<file path="src/rtl/esbi_consts.vh">
// Constants for the expansion slot bus interface
`ifndef ESBI_CONSTS_VH
`define ESBI_CONSTS_VH

`define ESBI_CLK_PERIOD_NS  4
`define ESBI_CYC(ns)        ((((ns) + `ESBI_CLK_PERIOD_NS - 1) / `ESBI_CLK_PERIOD_NS))

`define ESBI_ALE_NS         20
`define ESBI_EARLY_NS       40
`define ESBI_CMD_NS         80
`define ESBI_WAIT_STATE_NS  200

`define ESBI_MCLK_MHZ       250
`define ESBI_FAST_MHZ       15
`define ESBI_PROC_MHZ       5
`define ESBI_PROC_INV_PCT   66

`define ESBI_IO_SLOW_LO     16'h0080
`define ESBI_IO_SLOW_HI     16'h00F7

`define ESBI_VEC_PRIO_TWO   8'h52
`define ESBI_VEC_PRIO_THREE 8'h53
`define ESBI_VEC_NMI        8'h02

`define ESBI_SYNC_W         26
`define ESBI_SB_MEM_READY   16
`define ESBI_SB_IO_READY    17
`define ESBI_SB_DMA_A_REQ   18
`define ESBI_SB_DMA_A_TERM  19
`define ESBI_SB_DMA_B_REQ   20
`define ESBI_SB_DMA_B_TERM  21
`define ESBI_SB_IRQ_TWO     22
`define ESBI_SB_IRQ_THREE   23
`define ESBI_SB_NMI         24
`define ESBI_SB_MAN_RESET   25

`endif

</file>
<file path="src/rtl/esbi_sync.v">
// Two-stage synchroniser for slot inputs
module esbi_sync #(
    parameter W = 26
) (
    input  wire         clk_in,
    input  wire         rst_n_in,
    input  wire [W-1:0] async_in,
    output reg  [W-1:0] sync_out
);

    reg [W-1:0] stage1;

    // Lines idle high through pull-ups
    always @(posedge clk_in) begin
        if (!rst_n_in) begin
            stage1   <= {W{1'b1}};
            sync_out <= {W{1'b1}};
        end else begin
            stage1   <= async_in;
            sync_out <= stage1;
        end
    end

endmodule // esbi_sync

</file>
<file path="src/rtl/esbi_clk_gen.v">
// Slot clock generators
`include "esbi_consts.vh"
module esbi_clk_gen #(
    parameter MCLK_MHZ = `ESBI_MCLK_MHZ,
    parameter FAST_MHZ = `ESBI_FAST_MHZ,
    parameter PROC_MHZ = `ESBI_PROC_MHZ,
    parameter INV_PCT  = `ESBI_PROC_INV_PCT
) (
    input  wire clk_in,
    input  wire rst_n_in,
    output reg  fast_clock_out,
    output reg  proc_clock_inv_out
);

    localparam [8:0] MOD  = MCLK_MHZ;
    localparam [8:0] INC  = FAST_MHZ;
    localparam [8:0] HALF = MCLK_MHZ / 2;
    localparam [7:0] PER  = MCLK_MHZ / PROC_MHZ;
    localparam [7:0] HIGH = (MCLK_MHZ / PROC_MHZ) * INV_PCT / 100;

    reg [8:0] acc;
    reg [7:0] pcnt;
    wire [8:0] acc_sum = acc + INC;

    // Phase accumulator, average 15 MHz, half high
    always @(posedge clk_in) begin
        if (!rst_n_in) begin
            acc            <= 9'h000;
            pcnt           <= 8'h00;
            fast_clock_out <= 1'b0;
            proc_clock_inv_out <= 1'b0;
        end else begin
            acc  <= (acc_sum >= MOD) ? acc_sum - MOD : acc_sum;
            pcnt <= (pcnt == PER - 8'h01) ? 8'h00 : pcnt + 8'h01;
            fast_clock_out     <= (acc < HALF);  // see [RL15]
            proc_clock_inv_out <= (pcnt < HIGH); // see [RL16]
        end
    end

endmodule // esbi_clk_gen

</file>
<file path="src/rtl/esbi_slot_bus.v">
// System-side expansion slot bus interface
// Functional notes
// [RL1] Data line 0 is least significant, line 15 most significant.
// [RL2] Even-address bytes use lines 0-7, odd-address bytes lines 8-15.
// [RL3] Word at even address moves in one operation on all sixteen lines.
// [RL4] Odd-address word splits: high lane at odd address, then low lane next.
// [RL5] High-byte enable and address bit 0 select word, high, low, none.
// [RL6] Twenty-bit address is latched and held for the whole cycle.
// [RL7] Address is valid at the falling edge of the latch strobe.
// [RL8] Data enable is high only during a data transfer.
// [RL9] Direction is high for writes and low for reads.
// [RL10] Separate active-low read and write commands for memory and I/O.
// [RL11] Early write command goes active before the normal write command.
// [RL12] Ready lines idle high; low inserts wait states, command held.
// [RL13] Ready returning high ends waits and completes the transfer.
// [RL14] System reset output is low on power-on or manual reset.
// [RL15] Fast slot clock at 15 MHz with half duty cycle.
// [RL16] 5 MHz slot clock, inverse of processor clock, 66% high.
// [RL17] Low request line asks for DMA on the matching channel.
// [RL18] Low terminate line ends DMA on that channel.
// [RL19] Priority-two request acknowledged delivers type 52H.
// [RL20] Priority-three request acknowledged delivers type 53H.
// [RL21] Falling edge on non-maskable input delivers type 2.
// [RL22] I/O 80H-F7H gets one automatic wait state; 100H-1FFH none.
// [RL23] Boards decode only memory 40000H-EFFFFH and I/O 80H-1FFH except F8H-FFH.
// [RL24] Byte-wide boards on the low lane at even, high lane at odd.
// [RL25] Boards drive data only when addressed and read is active; the board model drives inverted data otherwise.
// [RL26] Boards sync to the fast clock and treat commands as asynchronous; the board model runs on MCLK_IN instead.
`include "esbi_consts.vh"
module esbi_slot_bus (
    input  wire        MCLK_IN,
    input  wire        RST_N_IN,
    input  wire        MANUAL_RESET_N_IN,
    input  wire        REQ_IN,
    input  wire [19:0] REQ_ADDR_IN,
    input  wire        REQ_IO_IN,
    input  wire        REQ_WRITE_IN,
    input  wire        REQ_WORD_IN,
    input  wire [15:0] REQ_WDATA_IN,
    output reg         BUSY_OUT,
    output reg         DONE_OUT,
    output reg  [15:0] RDATA_OUT,
    output reg  [19:0] SYS_ADDR_OUT,
    output reg         HIGH_BYTE_ENABLE_N_OUT,
    output reg         ADDR_LATCH_OUT,
    output reg         DATA_XFER_ENABLE_OUT,
    output reg         DATA_DIRECTION_OUT,
    output reg         EARLY_MEM_WRITE_N_OUT,
    output reg         MEM_WRITE_N_OUT,
    output reg         EARLY_IO_WRITE_N_OUT,
    output reg         IO_WRITE_N_OUT,
    output reg         MEM_READ_N_OUT,
    output reg         IO_READ_N_OUT,
    input  wire [15:0] SYS_DATA_IN,
    output reg  [15:0] SYS_DATA_OUT,
    output reg         SYS_DATA_OE_N_OUT,
    input  wire        MEM_READY_IN,
    input  wire        IO_READY_IN,
    output reg         SYS_RESET_N_OUT,
    output wire        FAST_CLOCK_OUT,
    output wire        PROC_CLOCK_INV_OUT,
    input  wire        DMA_REQ_CH_A_N_IN,
    input  wire        DMA_TERM_CH_A_N_IN,
    input  wire        DMA_REQ_CH_B_N_IN,
    input  wire        DMA_TERM_CH_B_N_IN,
    input  wire        IRQ_PRIO_TWO_N_IN,
    input  wire        IRQ_PRIO_THREE_N_IN,
    input  wire        NMI_N_IN,
    output reg         DMA_REQ_A_OUT,
    output reg         DMA_TERM_A_OUT,
    output reg         DMA_REQ_B_OUT,
    output reg         DMA_TERM_B_OUT,
    input  wire        INT_ACK_IN,
    output reg         INT_PENDING_OUT,
    output reg  [7:0]  INT_VECTOR_OUT,
    output reg         INT_VECTOR_VALID_OUT,
    output reg         NMI_OUT
);

    localparam [2:0] ST_IDLE  = 3'd0;
    localparam [2:0] ST_ADDR  = 3'd1;
    localparam [2:0] ST_EARLY = 3'd2;
    localparam [2:0] ST_CMD   = 3'd3;
    localparam [2:0] ST_WAIT  = 3'd4;
    localparam [2:0] ST_END   = 3'd5;

    localparam [7:0] ALE_CYC   = `ESBI_CYC(`ESBI_ALE_NS);
    localparam [7:0] EARLY_CYC = `ESBI_CYC(`ESBI_EARLY_NS);
    localparam [7:0] CMD_CYC   = `ESBI_CYC(`ESBI_CMD_NS);
    localparam [7:0] WS_CYC    = `ESBI_CYC(`ESBI_WAIT_STATE_NS);

    // Byte from the lane that address bit 0 selects
    function [7:0] lane_pick;
        input       a0;
        input [15:0] d;
        begin
            lane_pick = a0 ? d[15:8] : d[7:0]; // see [RL1] see [RL2]
        end
    endfunction

    // Byte placed on the lane that address bit 0 selects
    function [15:0] lane_place;
        input       a0;
        input [7:0] b;
        begin
            lane_place = a0 ? {b, 8'h00} : {8'h00, b}; // see [RL2]
        end
    endfunction

    wire [`ESBI_SYNC_W-1:0] sync;
    wire [`ESBI_SYNC_W-1:0] raw = {MANUAL_RESET_N_IN, NMI_N_IN, IRQ_PRIO_THREE_N_IN,
                                   IRQ_PRIO_TWO_N_IN, DMA_TERM_CH_B_N_IN, DMA_REQ_CH_B_N_IN,
                                   DMA_TERM_CH_A_N_IN, DMA_REQ_CH_A_N_IN, IO_READY_IN,
                                   MEM_READY_IN, SYS_DATA_IN};

    esbi_sync #(
        .W (`ESBI_SYNC_W)
    ) u_sync (
        .clk_in   (MCLK_IN),
        .rst_n_in (RST_N_IN),
        .async_in (raw),
        .sync_out (sync)
    );

    esbi_clk_gen u_clk (
        .clk_in             (MCLK_IN),
        .rst_n_in           (RST_N_IN),
        .fast_clock_out     (FAST_CLOCK_OUT),
        .proc_clock_inv_out (PROC_CLOCK_INV_OUT)
    );

    reg  [2:0]  state;
    reg  [7:0]  cnt;
    reg  [19:0] r_addr;
    reg         r_io;
    reg         r_wr;
    reg         r_word;
    reg  [15:0] r_wdata;
    reg         second;
    reg  [15:0] rbuf;
    reg         nmi_prev;
    reg  [2:0]  next_state;
    reg  [7:0]  next_cnt;
    reg  [15:0] next_rbuf;

    // Phase address, lanes and write data
    wire        split   = r_word & r_addr[0];                  // see [RL4]
    wire [19:0] ph_addr = second ? r_addr + 20'h00001 : r_addr; // see [RL4]
    wire        ph_a0   = ph_addr[0];
    wire        ph_bhe_n = ~(ph_a0 | (r_word & ~split));       // see [RL5]
    wire [7:0]  ph_byte = (split & second) ? r_wdata[15:8] : r_wdata[7:0];
    wire [15:0] ph_wdata = (r_word & ~split) ? r_wdata : lane_place(ph_a0, ph_byte); // see [RL3]
    wire        io_slow = r_io && (ph_addr[15:0] >= `ESBI_IO_SLOW_LO) &&
                          (ph_addr[15:0] <= `ESBI_IO_SLOW_HI) && (ph_addr[19:16] == 4'h0);
    wire [7:0]  cmd_len = io_slow ? CMD_CYC + WS_CYC : CMD_CYC; // see [RL22]
    wire        ready   = r_io ? sync[`ESBI_SB_IO_READY] : sync[`ESBI_SB_MEM_READY];
    wire        xfer    = (next_state == ST_EARLY) | (next_state == ST_CMD) | (next_state == ST_WAIT);
    wire        cmd_on  = (next_state == ST_CMD) | (next_state == ST_WAIT);
    wire        last    = (state == ST_END) & ~(split & ~second);
    wire        nmi_fall = nmi_prev & ~sync[`ESBI_SB_NMI];

    // Bus cycle sequencing
    always @* begin
        next_state = state;
        next_cnt   = (cnt != 8'h00) ? cnt - 8'h01 : 8'h00;
        case (state)
            ST_IDLE: begin
                if (REQ_IN) begin
                    next_state = ST_ADDR;
                    next_cnt   = ALE_CYC - 8'h01;
                end
            end
            ST_ADDR: begin
                if (cnt == 8'h00) begin
                    next_state = ST_EARLY; // see [RL7]
                    next_cnt   = EARLY_CYC - 8'h01;
                end
            end
            ST_EARLY: begin
                if (cnt == 8'h00) begin
                    next_state = ST_CMD; // see [RL11]
                    next_cnt   = cmd_len - 8'h01;
                end
            end
            ST_CMD: begin
                if (cnt == 8'h00) begin
                    next_state = ST_WAIT;
                end
            end
            ST_WAIT: begin
                if (ready) begin
                    next_state = ST_END; // see [RL12] see [RL13]
                end
            end
            ST_END: begin
                if (split & ~second) begin
                    next_state = ST_ADDR; // see [RL4]
                    next_cnt   = ALE_CYC - 8'h01;
                end else begin
                    next_state = ST_IDLE;
                end
            end
            default: begin
                next_state = ST_IDLE;
            end
        endcase
    end

    // Read data assembly from the synchronised bus
    always @* begin
        next_rbuf = rbuf;
        if (r_word & ~split) begin
            next_rbuf = sync[15:0]; // see [RL3]
        end else if (split & second) begin
            next_rbuf[15:8] = lane_pick(ph_a0, sync[15:0]); // see [RL4]
        end else begin
            next_rbuf[7:0] = lane_pick(ph_a0, sync[15:0]); // see [RL2]
        end
    end

    always @(posedge MCLK_IN) begin
        if (!RST_N_IN) begin
            state   <= ST_IDLE;
            cnt     <= 8'h00;
            r_addr  <= 20'h00000;
            r_io    <= 1'b0;
            r_wr    <= 1'b0;
            r_word  <= 1'b0;
            r_wdata <= 16'h0000;
            second  <= 1'b0;
            rbuf    <= 16'h0000;
            BUSY_OUT  <= 1'b0;
            DONE_OUT  <= 1'b0;
            RDATA_OUT <= 16'h0000;
            SYS_ADDR_OUT <= 20'h00000;
            HIGH_BYTE_ENABLE_N_OUT <= 1'b1;
            ADDR_LATCH_OUT <= 1'b0;
            DATA_XFER_ENABLE_OUT <= 1'b0;
            DATA_DIRECTION_OUT <= 1'b0;
            EARLY_MEM_WRITE_N_OUT <= 1'b1;
            MEM_WRITE_N_OUT <= 1'b1;
            EARLY_IO_WRITE_N_OUT <= 1'b1;
            IO_WRITE_N_OUT <= 1'b1;
            MEM_READ_N_OUT <= 1'b1;
            IO_READ_N_OUT <= 1'b1;
            SYS_DATA_OUT <= 16'h0000;
            SYS_DATA_OE_N_OUT <= 1'b1;
        end else begin
            state <= next_state;
            cnt   <= next_cnt;
            if (state == ST_IDLE && REQ_IN) begin
                r_addr  <= REQ_ADDR_IN;
                r_io    <= REQ_IO_IN;
                r_wr    <= REQ_WRITE_IN;
                r_word  <= REQ_WORD_IN;
                r_wdata <= REQ_WDATA_IN;
                second  <= 1'b0;
                rbuf    <= 16'h0000;
            end
            if (state == ST_END) begin
                second <= 1'b1;
                if (!r_wr) begin
                    rbuf <= next_rbuf;
                end
            end
            // Address, lanes and write data held from latch phase on
            if (state == ST_ADDR) begin
                SYS_ADDR_OUT <= ph_addr;                 // see [RL6]
                HIGH_BYTE_ENABLE_N_OUT <= ph_bhe_n;      // see [RL5]
                SYS_DATA_OUT <= ph_wdata;                // see [RL1]
                DATA_DIRECTION_OUT <= r_wr;              // see [RL9]
            end
            ADDR_LATCH_OUT <= (next_state == ST_ADDR);  // see [RL7]
            DATA_XFER_ENABLE_OUT <= xfer;               // see [RL8]
            SYS_DATA_OE_N_OUT <= ~(xfer & r_wr);
            EARLY_MEM_WRITE_N_OUT <= ~(xfer & r_wr & ~r_io);   // see [RL11]
            EARLY_IO_WRITE_N_OUT  <= ~(xfer & r_wr & r_io);    // see [RL11]
            MEM_WRITE_N_OUT <= ~(cmd_on & r_wr & ~r_io);       // see [RL10]
            IO_WRITE_N_OUT  <= ~(cmd_on & r_wr & r_io);        // see [RL10]
            MEM_READ_N_OUT  <= ~(cmd_on & ~r_wr & ~r_io);      // see [RL10]
            IO_READ_N_OUT   <= ~(cmd_on & ~r_wr & r_io);       // see [RL10]
            BUSY_OUT <= (next_state != ST_IDLE);
            DONE_OUT <= last;
            if (last) begin
                RDATA_OUT <= r_wr ? 16'h0000 : next_rbuf;
            end
        end
    end

    // Reset, DMA and interrupt lines
    always @(posedge MCLK_IN) begin
        if (!RST_N_IN) begin
            SYS_RESET_N_OUT <= 1'b0;
            nmi_prev <= 1'b1;
            DMA_REQ_A_OUT  <= 1'b0;
            DMA_TERM_A_OUT <= 1'b0;
            DMA_REQ_B_OUT  <= 1'b0;
            DMA_TERM_B_OUT <= 1'b0;
            INT_PENDING_OUT <= 1'b0;
            INT_VECTOR_OUT <= 8'h00;
            INT_VECTOR_VALID_OUT <= 1'b0;
            NMI_OUT <= 1'b0;
        end else begin
            SYS_RESET_N_OUT <= sync[`ESBI_SB_MAN_RESET];     // see [RL14]
            nmi_prev <= sync[`ESBI_SB_NMI];
            DMA_REQ_A_OUT  <= ~sync[`ESBI_SB_DMA_A_REQ];     // see [RL17]
            DMA_TERM_A_OUT <= ~sync[`ESBI_SB_DMA_A_TERM];    // see [RL18]
            DMA_REQ_B_OUT  <= ~sync[`ESBI_SB_DMA_B_REQ];     // see [RL17]
            DMA_TERM_B_OUT <= ~sync[`ESBI_SB_DMA_B_TERM];    // see [RL18]
            INT_PENDING_OUT <= ~sync[`ESBI_SB_IRQ_TWO] | ~sync[`ESBI_SB_IRQ_THREE];
            NMI_OUT <= nmi_fall;
            INT_VECTOR_VALID_OUT <= 1'b0;
            if (nmi_fall) begin
                INT_VECTOR_OUT <= `ESBI_VEC_NMI;             // see [RL21]
                INT_VECTOR_VALID_OUT <= 1'b1;
            end else if (INT_ACK_IN && !sync[`ESBI_SB_IRQ_TWO]) begin
                INT_VECTOR_OUT <= `ESBI_VEC_PRIO_TWO;        // see [RL19]
                INT_VECTOR_VALID_OUT <= 1'b1;
            end else if (INT_ACK_IN && !sync[`ESBI_SB_IRQ_THREE]) begin
                INT_VECTOR_OUT <= `ESBI_VEC_PRIO_THREE;      // see [RL20]
                INT_VECTOR_VALID_OUT <= 1'b1;
            end
        end
    end

endmodule // esbi_slot_bus

</file>
<file path="config.mk">
export PLATFORM = sky130hd
export DESIGN_NAME = esbi_slot_bus
export DESIGN_NICKNAME = d
export VERILOG_FILES = /design/src/rtl/esbi_sync.v /design/src/rtl/esbi_clk_gen.v /design/src/rtl/esbi_slot_bus.v
export VERILOG_INCLUDE_DIRS = /design/src /design/src/rtl
export SDC_FILE = /design/constraint.sdc
export NUM_CORES = 1
export LEC_CHECK = 0
export BUFFER_PORTS_ARGS = -buffer_cell sky130_fd_sc_hd__buf_4
export CAP_MARGIN = 20
export CORE_MARGIN = 3
export CORE_UTILIZATION = 56
export DETAILED_ROUTE_END_ITERATION = 6
export PLACE_DENSITY_LB_ADDON = 0.15
export SLEW_MARGIN = 15
export SYNTH_ARGS = -nofsm -noshare
export SYNTH_HDL_FRONTEND = slang
export SYNTH_SLANG_ARGS = --single-unit
</file>
<file path="constraint.sdc">
create_clock -name MCLK_IN -period 3.04 [get_ports MCLK_IN]
set_input_delay 0.912 -clock MCLK_IN [delete_from_list [all_inputs] [get_ports MCLK_IN]]
set_output_delay 0.912 -clock MCLK_IN [all_outputs]
set_load 0.02 [all_outputs]
</file>
======== Word level (Yosys, flattened, before mapping) ========
Cells that the tools add are included.
word-level totals
  register bits ........................... 216
  output and inout bits ................... 83
operators by class
  bitwise operators ....................... 41
  order comparisons ....................... 5
  equality and inequality tests ........... 10
  add/subtract/negate cells ............... 6
  reduce and logical (&&, ||, !) cells .... 19
  multiplexer cells ....................... 36
operators with widths
  operator                                                                               count
  16-bit 2-to-1 mux                                                                      7
  8-bit 2-to-1 mux                                                                       9
  8-bit case mux with 4 select lines                                                     1
  7-bit 2-to-1 mux                                                                       3
  1-bit NOT                                                                              21
  20-bit by 1-bit adder with 20-bit output (second input constant)                       1
  20-bit 2-to-1 mux                                                                      1
  3-bit case mux with 6 select lines                                                     1
  16-bit by 8-bit greater-or-equal comparator with 1-bit output (second input constant)  1
  16-bit by 8-bit less-or-equal comparator with 1-bit output (second input constant)     1
  1-bit AND                                                                              15
  3-bit 2-to-1 mux                                                                       5
  3-bit by 2-bit == test with 1-bit output (second input constant)                       4
  9-bit by 4-bit adder with 9-bit output (second input constant)                         1
  3-bit == test (second input constant)                                                  3
  9-bit by 8-bit greater-or-equal comparator with 1-bit output (second input constant)   1
  9-bit by 7-bit < comparator with 1-bit output (second input constant)                  1
  9-bit 2-to-1 mux                                                                       1
  9-bit by 8-bit subtractor with 9-bit output (second input constant)                    1
  8-bit by 1-bit adder with 8-bit output (second input constant)                         1
  8-bit by 6-bit == test with 1-bit output (second input constant)                       1
  8-bit zero test                                                                        1
  8-bit by 6-bit < comparator with 1-bit output (second input constant)                  1
  8-bit nonzero test                                                                     1
  14 further kinds                                                                       34

======== Depth between registers and ports, before layout ========
Gate-level depths: netlist (run 1).
  word-level depth ........................ 10
  mapped depth ............................ 9
  gate-level depth less buffers ........... 8

======== By module ========
Synthesis (run 1) repeated with hierarchy kept, for this count alone.
unflattened totals
  cells, all modules ...................... 1039
  area, all modules ....................... 9013.6 um2
by module, submodules not included
  module         sequential area each (um2)  cells an instance  instances  area an instance (um2)
  esbi_slot_bus  2882.8                      780                1          6364.9
  esbi_sync      1041.0                      109                1          1392.6
  esbi_clk_gen   380.4                       150                1          1256.2

======== Worst setup path before layout (run 1) ========
No wires, ideal clock.
  path type ............................... reg2reg
  from .................................... reg u_clk.acc[0]
  to ...................................... reg u_clk.acc[4]
  arrival time ............................ 2306 ps
  setup slack ............................. 662 ps
  path buffers ............................ 1
  cell stages (with the launch flop) ...... 10
  data required time ...................... 2968 ps
  setup time .............................. 72 ps
  path through ............................ dfxtp_1 > inv_1 > ha_1 > or3b_1 > buf_2 > or4_4 > a21oi_4 > o2111ai_4 > a221oi_2 > mux2i_1
between the ends
  longest elaborated chain between the ends .. 3
RTL lines
  element                                                                                                                      line               source
  start, declared                                                                                                              esbi_clk_gen.v:21  reg [8:0] acc;
  start signal, assigned                                                                                                       esbi_clk_gen.v:33  acc <= (acc_sum >= MOD) ? acc_sum - MOD : acc_sum;
  9-bit by 4-bit adder with 9-bit output *                                                                                     esbi_clk_gen.v:23  wire [8:0] acc_sum = acc + INC;
  named net u_clk.acc_sum[0]                                                                                                   esbi_clk_gen.v:23
  9-bit by 8-bit subtractor with 9-bit output or 9-bit by 8-bit greater-or-equal comparator with 1-bit output (tied branches)  esbi_clk_gen.v:33
  9-bit 2-to-1 mux *                                                                                                           esbi_clk_gen.v:33
Mark *: on every way through the listed nets, which the timed path passes. The rest lies on a longest branch.
A chain may end at the register's enable or synchronous reset.

======== Worst setup path in the final report (run 1) ========
  from .................................... reg r_addr[2]
  to ...................................... reg cnt[6]
between the ends
  longest elaborated chain between the ends .. 10
RTL lines
  element                                                                  line                 source
  start, declared                                                          esbi_slot_bus.v:134  reg [19:0] r_addr;
  start signal, assigned                                                   esbi_slot_bus.v:225  r_addr <= 20'h00000;
  start signal, assigned                                                   esbi_slot_bus.v:252  r_addr <= REQ_ADDR_IN;
  20-bit by 1-bit adder with 20-bit output                                 esbi_slot_bus.v:148  wire [19:0] ph_addr = second ? r_addr + 20'h00001 : r_addr;
  20-bit 2-to-1 mux *                                                      esbi_slot_bus.v:148
  16-bit by 8-bit greater-or-equal comparator with 1-bit output (no line)  --
  1-bit logical AND (2 in a row)                                           esbi_slot_bus.v:153  wire io_slow = r_io && (ph_addr[15:0] >= `ESBI_IO_SLOW_LO) &&
  1-bit logical AND *                                                      esbi_slot_bus.v:153
  7-bit 2-to-1 mux *                                                       esbi_slot_bus.v:155  wire [7:0] cmd_len = io_slow ? CMD_CYC + WS_CYC : CMD_CYC;
  7-bit by 1-bit subtractor with 8-bit output *                            esbi_slot_bus.v:182  next_cnt = cmd_len - 8'h01;
  8-bit 2-to-1 mux *                                                       esbi_slot_bus.v:180  if (cnt == 8'h00) begin
  8-bit case mux with 4 select lines *                                     esbi_slot_bus.v:166  case (state)
  end signal, assigned                                                     esbi_slot_bus.v:250  cnt <= next_cnt;
  end, declared                                                            esbi_slot_bus.v:133  reg [7:0] cnt;
Every way passes the cells marked *; elsewhere a longest branch is shown, timed or not.

==> flow_summary.yaml, run 1 <==
critical_path:
  cp_top_family: "simple AND/OR/NAND/NOR gates"
  timing.setup.critical_path_class: "flop to flop"
  crit_buf_inv: 0
  startpoint_type: "flop"
  worstPathArrival_ns: 3.02
  cp_slowest_cell: "or4_1"
  crit_fanout: 14
  crit_path_end_kind: "flop"
  r2r_slack_ns: 0.44
  max_stage_delay_ns: 0.60
  crit_chain: "nand3_1 -> or4_1 -> or4b_1 -> a211oi_2 -> nand4_1 -> a21oi_1"
  required_ns: 3.46
grt:
  grt_pass1_wl_microns: 34000
  groute.layer.met3.usage_pct: 4.77
  busiest_layer: "met2"
  grt_pass1_vias: 6853
  grt_max_degree: 64
  antenna_found_initial: 0
  overflow: 0
  grt.total_usage_pct: 22.8
  grt_util_met2_pct: 34.9
  gr-usage-met1_pct: 33.4
logic_synthesis:
  synth_area_leaders: "dfxtp_1, nand2_1, a21oi_1"
  synthFlopType: "dfxtp_1"
  async_flop_share_pct: 0
  synth.cell_area_sq_um: 8920
  synth_commonest_cells: "dfxtp_1, nand2_1, nor2_1"
  synth_top_area_share_pct: 48.3
  synth-seq-area-share_pct: 48.3
  synth-edff-count: 0
  synth_area_per_cell_sq_um: 8.55
  ys_warn_count: 0
  syn_inst: 1043
  synthMostInstantiatedCell: "dfxtp_1"
  ys_types: 67
  synth_top_area_cell: "dfxtp_1"
  synth_seq_cells: 215
layout:
  design_area_sq_um: 10900
  layout.nets: 1228
  nFillCells: 1261
  drive_above_1_share_pct: 18.9
  n_antenna_cell: 0
  synthToLayoutAreaGrowth_pct: 22.1
timing:
  finalCriticalPeriod_ns: 2.60
  max_slew_margin_pct: 28.7
  holdWs_ns: 0.376
  tns_ns: 0
  fin_worst_skew_ns: 0.0109
  tightest_slew_ns: 1.07
  fmax_mhz: 384
  setup_viol_count_final: 0
  rsz0062_at_grt: "false"
  finalHoldViolCount: 0
  min_period_over_period_pct: 85.6
  drv_slew: 0
placed_design:
  place_congestion: 0.845
  hpwlAfterDp_microns: 13700
  postPlaceCellArea_sq_um: 10100
  port_buffers: 147
cts:
  post_cts_buffers: 0
  hold_buffers: 0
  cts_max_path_buffers: 3
  clk_latency_ns: 0.50
  cts_htree_levels: 1
  cts_tree: "built"
  cts_sinks: 215
  cts_made_buffers: 22
  cts-resized-gates: 0
  clock-root-buffer: "clkbuf_16"
  clkTransAtPathRegs_ns: 0.06
route:
  via_count: 7509
  drt_wl_total_microns: 20800
  drtAntennaViolNets: 0
  vias_per_cell: 5.45
  drtIter0Drc: 590
  first_pass_iters: 5
  drc: 0
  wl_per_cell_microns: 15.1
die:
  placementRows: 45
  io_pins: 152
  coreArea_sq_um: 15400
  fp.dieW_microns: 132
  die-area_sq_um: 17500
  initial_core_util_pct: 58.0
  die_h_microns: 132
power_and_ir_drop:
  powerDensity_nw_per_um2: 821
  ir_worst_vdd_uv: 445
  p_leak_nw: 4.40
run_status:
  status: "complete, no violations"
flow_run:
  maxCapViolations: 0
worst_hold_path:
  hp-class: "flop to flop"
-- sequential cells by signal (all words and copies together), names as in the netlist, 9 cells and up --
name,cells
u_clk.acc,9
u_sync.sync_out,26
u_sync.stage1,26
r_addr,20
RDATA_OUT,16
r_wdata,16
SYS_DATA_OUT,16
SYS_ADDR_OUT,20
rbuf,16
-- cell usage in the layout, fill, tap and decap left out, drive strengths merged, types with 8 or more instances in the layout --
master  instances
a221oi         10
a211oi         17
or3            13
o21ai          19
xor2           18
a22oi          18
inv            13
nand3          17
a21o            9
nor3           22
clkbuf         28
o22ai          12
buf           163
dfxtp         215
nand4          17
and2           15
ha              8
mux2i          19
xnor2          17
nor2          111
a21oi         103
nand2         149
clkinv          8
nand2b         67
-- metal layers --
metal  part of all wire, %  up-vias
met5                     0        -
met4                   1.5        0
met3                   7.0       26
met2                    44      233
met1                    47     3472
li1                      -     3778
-- cell type report --
cell class / count / area, sq um / area share (%)
Clock buffer: 28 / 614 / 5.64
Clock inverter: 12 / 165 / 1.52
Inverter: 15 / 57.6 / 0.529
Multi-Input combinational cell: 734 / 4250 / 39.0
Sequential cell: 215 / 4300 / 39.5
Tap cell: 211 / 264 / 2.43
Timing Repair Buffer: 163 / 1240 / 11.4
-- cell families (layout without fill, tap and decap cells) --
kind of cell / Yosys count / in the layout / synth area share, %
AND/OR/NAND/NOR: 446 / 446 / 24.0
AO/OA/AOI/OAI: 219 / 219 / 16.1
flip-flops: 215 / 215 / 48.3
buffers and inverters: 97 / 218 / 4.43
XOR/XNOR: 35 / 35 / 3.52
multiplexers: 22 / 22 / 2.51
adder cells (fa/ha/maj): 8 / 8 / 1.12
other: 1 / 4 / 0.0421
-- report_power, final --
| group | switching [mW] | internal [mW] | total (mW) |
|---|---|---|---|
| Sequential | 0.376 | 3.23 | 3.60 |
| Combinational | 1.47 | 1.01 | 2.48 |
| Clock | 1.09 | 1.77 | 2.86 |
-- worst register-to-register path: cells and delay by family (launching register included) --
family             cells  cell delay [ns]
AOI/OAI and AO/OA      2             0.46
DFF                    1             0.41
and+or+nand+nor        4             1.66
-- through the flow --
stage / worst slack, ns / utilization, % / std cells / total power, mW
2_1_floorplan: 0.662 / - / 1046 / 5.32
3_3_place_gp: 0.495 / 65.7 / 1338 / 6.06
3_5_place_dp: 0.456 / 65.8 / 1338 / 6.11
4_1_cts: 0.460 / 70.8 / 1378 / 8.99
5_1_grt: 0.257 / 70.8 / 1378 / 9.43
6_report: 0.438 / 70.8 / 1378 / 8.94
-- path summary, 6_finish.rpt --
path                    end           startpoint  depth (start not counted)
max                  cnt[6]            r_addr[2]                          6
min          DMA_TERM_B_OUT  u_sync.sync_out[21]                          1
max reg2reg          cnt[6]            r_addr[2]                          6
min reg2reg  DMA_TERM_B_OUT  u_sync.sync_out[21]                          1
(Power assumes the default switching activity.)
==> run 2, diff against run 1 <==
--- a/config.mk
+++ b/config.mk
@@ -12,6 +12,7 @@
 export CORE_UTILIZATION = 56
 export DETAILED_ROUTE_END_ITERATION = 6
 export PLACE_DENSITY_LB_ADDON = 0.15
+export RECOVER_POWER = 50
 export SLEW_MARGIN = 15
 export SYNTH_ARGS = -nofsm -noshare
 export SYNTH_HDL_FRONTEND = slang
==> run 2 against run 1 <==
  * Register-to-register slack improved by 0.02 ns
  * Count of clock-buffer cells in the layout stayed put
  * The flow now finishes with violations (capacitance limit, slew limit)
  * Worst setup slack got worse by 0.013 ns
  * Highest routed layer unchanged
  * Final cell count unchanged
  * Combinational power about the same
  * Sequential cell count stayed put
  * Clock skew up 0.00053 ns
  * Critical path depth shrank 2
==> flow_summary.yaml, run 2 (same netlist as run 1, synthesis figures left out) <==
cts:
  hold_buffers: 0
  cts-resized-gates: 0
  clock-root-buffer: "clkbuf_16"
  cts_made_buffers: 22
  cts_sinks: 215
  clkTransAtPathRegs_ns: 0.06
  cts_max_path_buffers: 3
  cts_htree_levels: 1
  post_cts_buffers: 0
  clk_latency_ns: 0.50
  cts_tree: "built"
layout:
  design_area_sq_um: 10800
  multi_input_area_sq_um: 4250
  synthToLayoutAreaGrowth_pct: 21.1
  nFillCells: 1286
  largest_registers: "u_sync.stage1 (26), u_sync.sync_out (26)"
  layout.nets: 1228
  n_antenna_cell: 0
  layout_common_cells: "dfxtp_1, nand2_1, buf_4, nor2_1, a21oi_1"
  final_common_cell: "dfxtp_1"
  drive_above_1_share_pct: 16.9
  seq_area_sq_um: 4300
power_and_ir_drop:
  clkPwrFrac_pct: 32.1
  ir_worst_vdd_uv: 449
  powerDensity_nw_per_um2: 826
  switching_share_pct: 32.9
  p_leak_nw: 4.30
  p_int_mw: 5.98
  comb_power_share_pct: 27.5
  seqPwrFrac_pct: 40.4
  p_switching_mw: 2.94
critical_path:
  max_stage_delay_ns: 1.26
  cp_slowest_cell: "clkbuf_1"
  crit_fanout: 44
  cp-startpoint: "RST_N_IN"
  worstReg2RegStart: "r_addr[2]"
  required_ns: 3.42
  timing.setup.critical_path_class: "input pin to flop"
  crit_chain: "clkbuf_1 -> clkbuf_1 -> nand2_1 -> or3_1"
  startpoint_type: "input pin"
  crit_top_cell: "clkbuf_1"
  crit_path_end_kind: "flop"
  worstPathArrival_ns: 2.99
grt:
  grt_max_degree: 64
  grt.total_usage_pct: 22.8
  antenna_found_initial: 0
  grt_pass1_wl_microns: 34000
  overflow: 0
  grt_pass1_vias: 6853
flow_run:
  maxCapViolations: 2
route:
  drc: 0
  drt_wl_total_microns: 20800
  first_pass_iters: 5
  drtIter0Drc: 576
  via_count: 7503
  wl_per_cell_microns: 15.1
  vias_per_cell: 5.44
  drtAntennaViolNets: 0
die:
  die_h_microns: 132
  coreArea_sq_um: 15400
  die-area_sq_um: 17500
  initial_core_util_pct: 58.0
  placementRows: 45
  fp.dieW_microns: 132
  io_pins: 152
timing:
  finalCriticalPeriod_ns: 2.61
  tns_ns: 0
  fin_worst_skew_ns: 0.0114
  setup_viol_count_final: 0
  max_slew_margin_pct: -13.6
  min_period_over_period_pct: 86.0
  tightest_slew_ns: 1.70
  fmax_mhz: 383
  finalHoldViolCount: 0
  rsz0062_at_grt: "false"
  drv_slew: 81
run_status:
  status: "complete, but fails checks"
  violations: "capacitance limit, slew limit"
worst_hold_path:
  hp-start: "u_sync.sync_out[21]"
  hp-class: "flop to flop"
placed_design:
  port_buffers: 147
  hpwlAfterDp_microns: 13700
  place_congestion: 0.845
  postPlaceCellArea_sq_um: 10100
[run 2: path summary, 6_finish.rpt]
| kind | cells past startpoint | slack (ns) | endpoint |
|---|---|---|---|
| worst min register to register | 1 | 0.38 | DMA_TERM_B_OUT |
| worst max register to register | 6 | 0.46 | cnt[6] |
| worst min-delay path | 1 | 0.38 | DMA_TERM_B_OUT |
| worst max-delay path | 4 | 0.43 | MEM_READ_N_OUT |
[run 2: final cells by class]
| cell class | instances | area share, % |
|---|---|---|
| flip-flops and latches | 215 | 39.9 |
| well taps | 211 | 2.45 |
| repair buffers | 163 | 10.6 |
| clock buffers | 28 | 5.69 |
| clock inverters | 12 | 1.53 |
| multi-input cells | 734 | 39.3 |
| inverters | 15 | 0.533 |
[run 2: stage by stage]
| stage | utilization [%] | power (mW) | hold WS [ns] | setup WS [ns] | std cells |
|---|---|---|---|---|---|
| 2_1_floorplan | - | 5.32 | 0.363 | 0.662 | 1046 |
| 3_3_place_gp | 65.7 | 6.06 | 0.363 | 0.495 | 1338 |
| 3_5_place_dp | 65.8 | 6.11 | 0.368 | 0.456 | 1338 |
| 4_1_cts | 70.8 | 8.99 | 0.373 | 0.460 | 1378 |
| 5_1_grt | 70.2 | 9.41 | 0.399 | 0.164 | 1378 |
| 6_report | 70.2 | 8.92 | 0.377 | 0.426 | 1378 |
[run 2: metal layers]
metal / global-route usage (%) / share of wire, %
met1: 33.4 / 47
met2: 34.9 / 44
met3: 4.77 / 7.5
met4: 4.85 / 1.5
met5: 0 / 0
[run 2: worst max-delay path: cells and delay by family]
family,cells,cell delay [ns]
simple gates,2,0.67
buf+inv,2,1.41
[run 2: power groups by stage]
stage	Sequential [mW]	Clock (mW)	Combinational, mW
2_1_floorplan	3.74	0	1.58
3_3_place_gp	3.63	0	2.42
3_5_place_dp	3.65	0	2.46
4_1_cts	3.60	2.91	2.48
5_1_grt	3.67	3.03	2.71
6_report	3.60	2.86	2.46
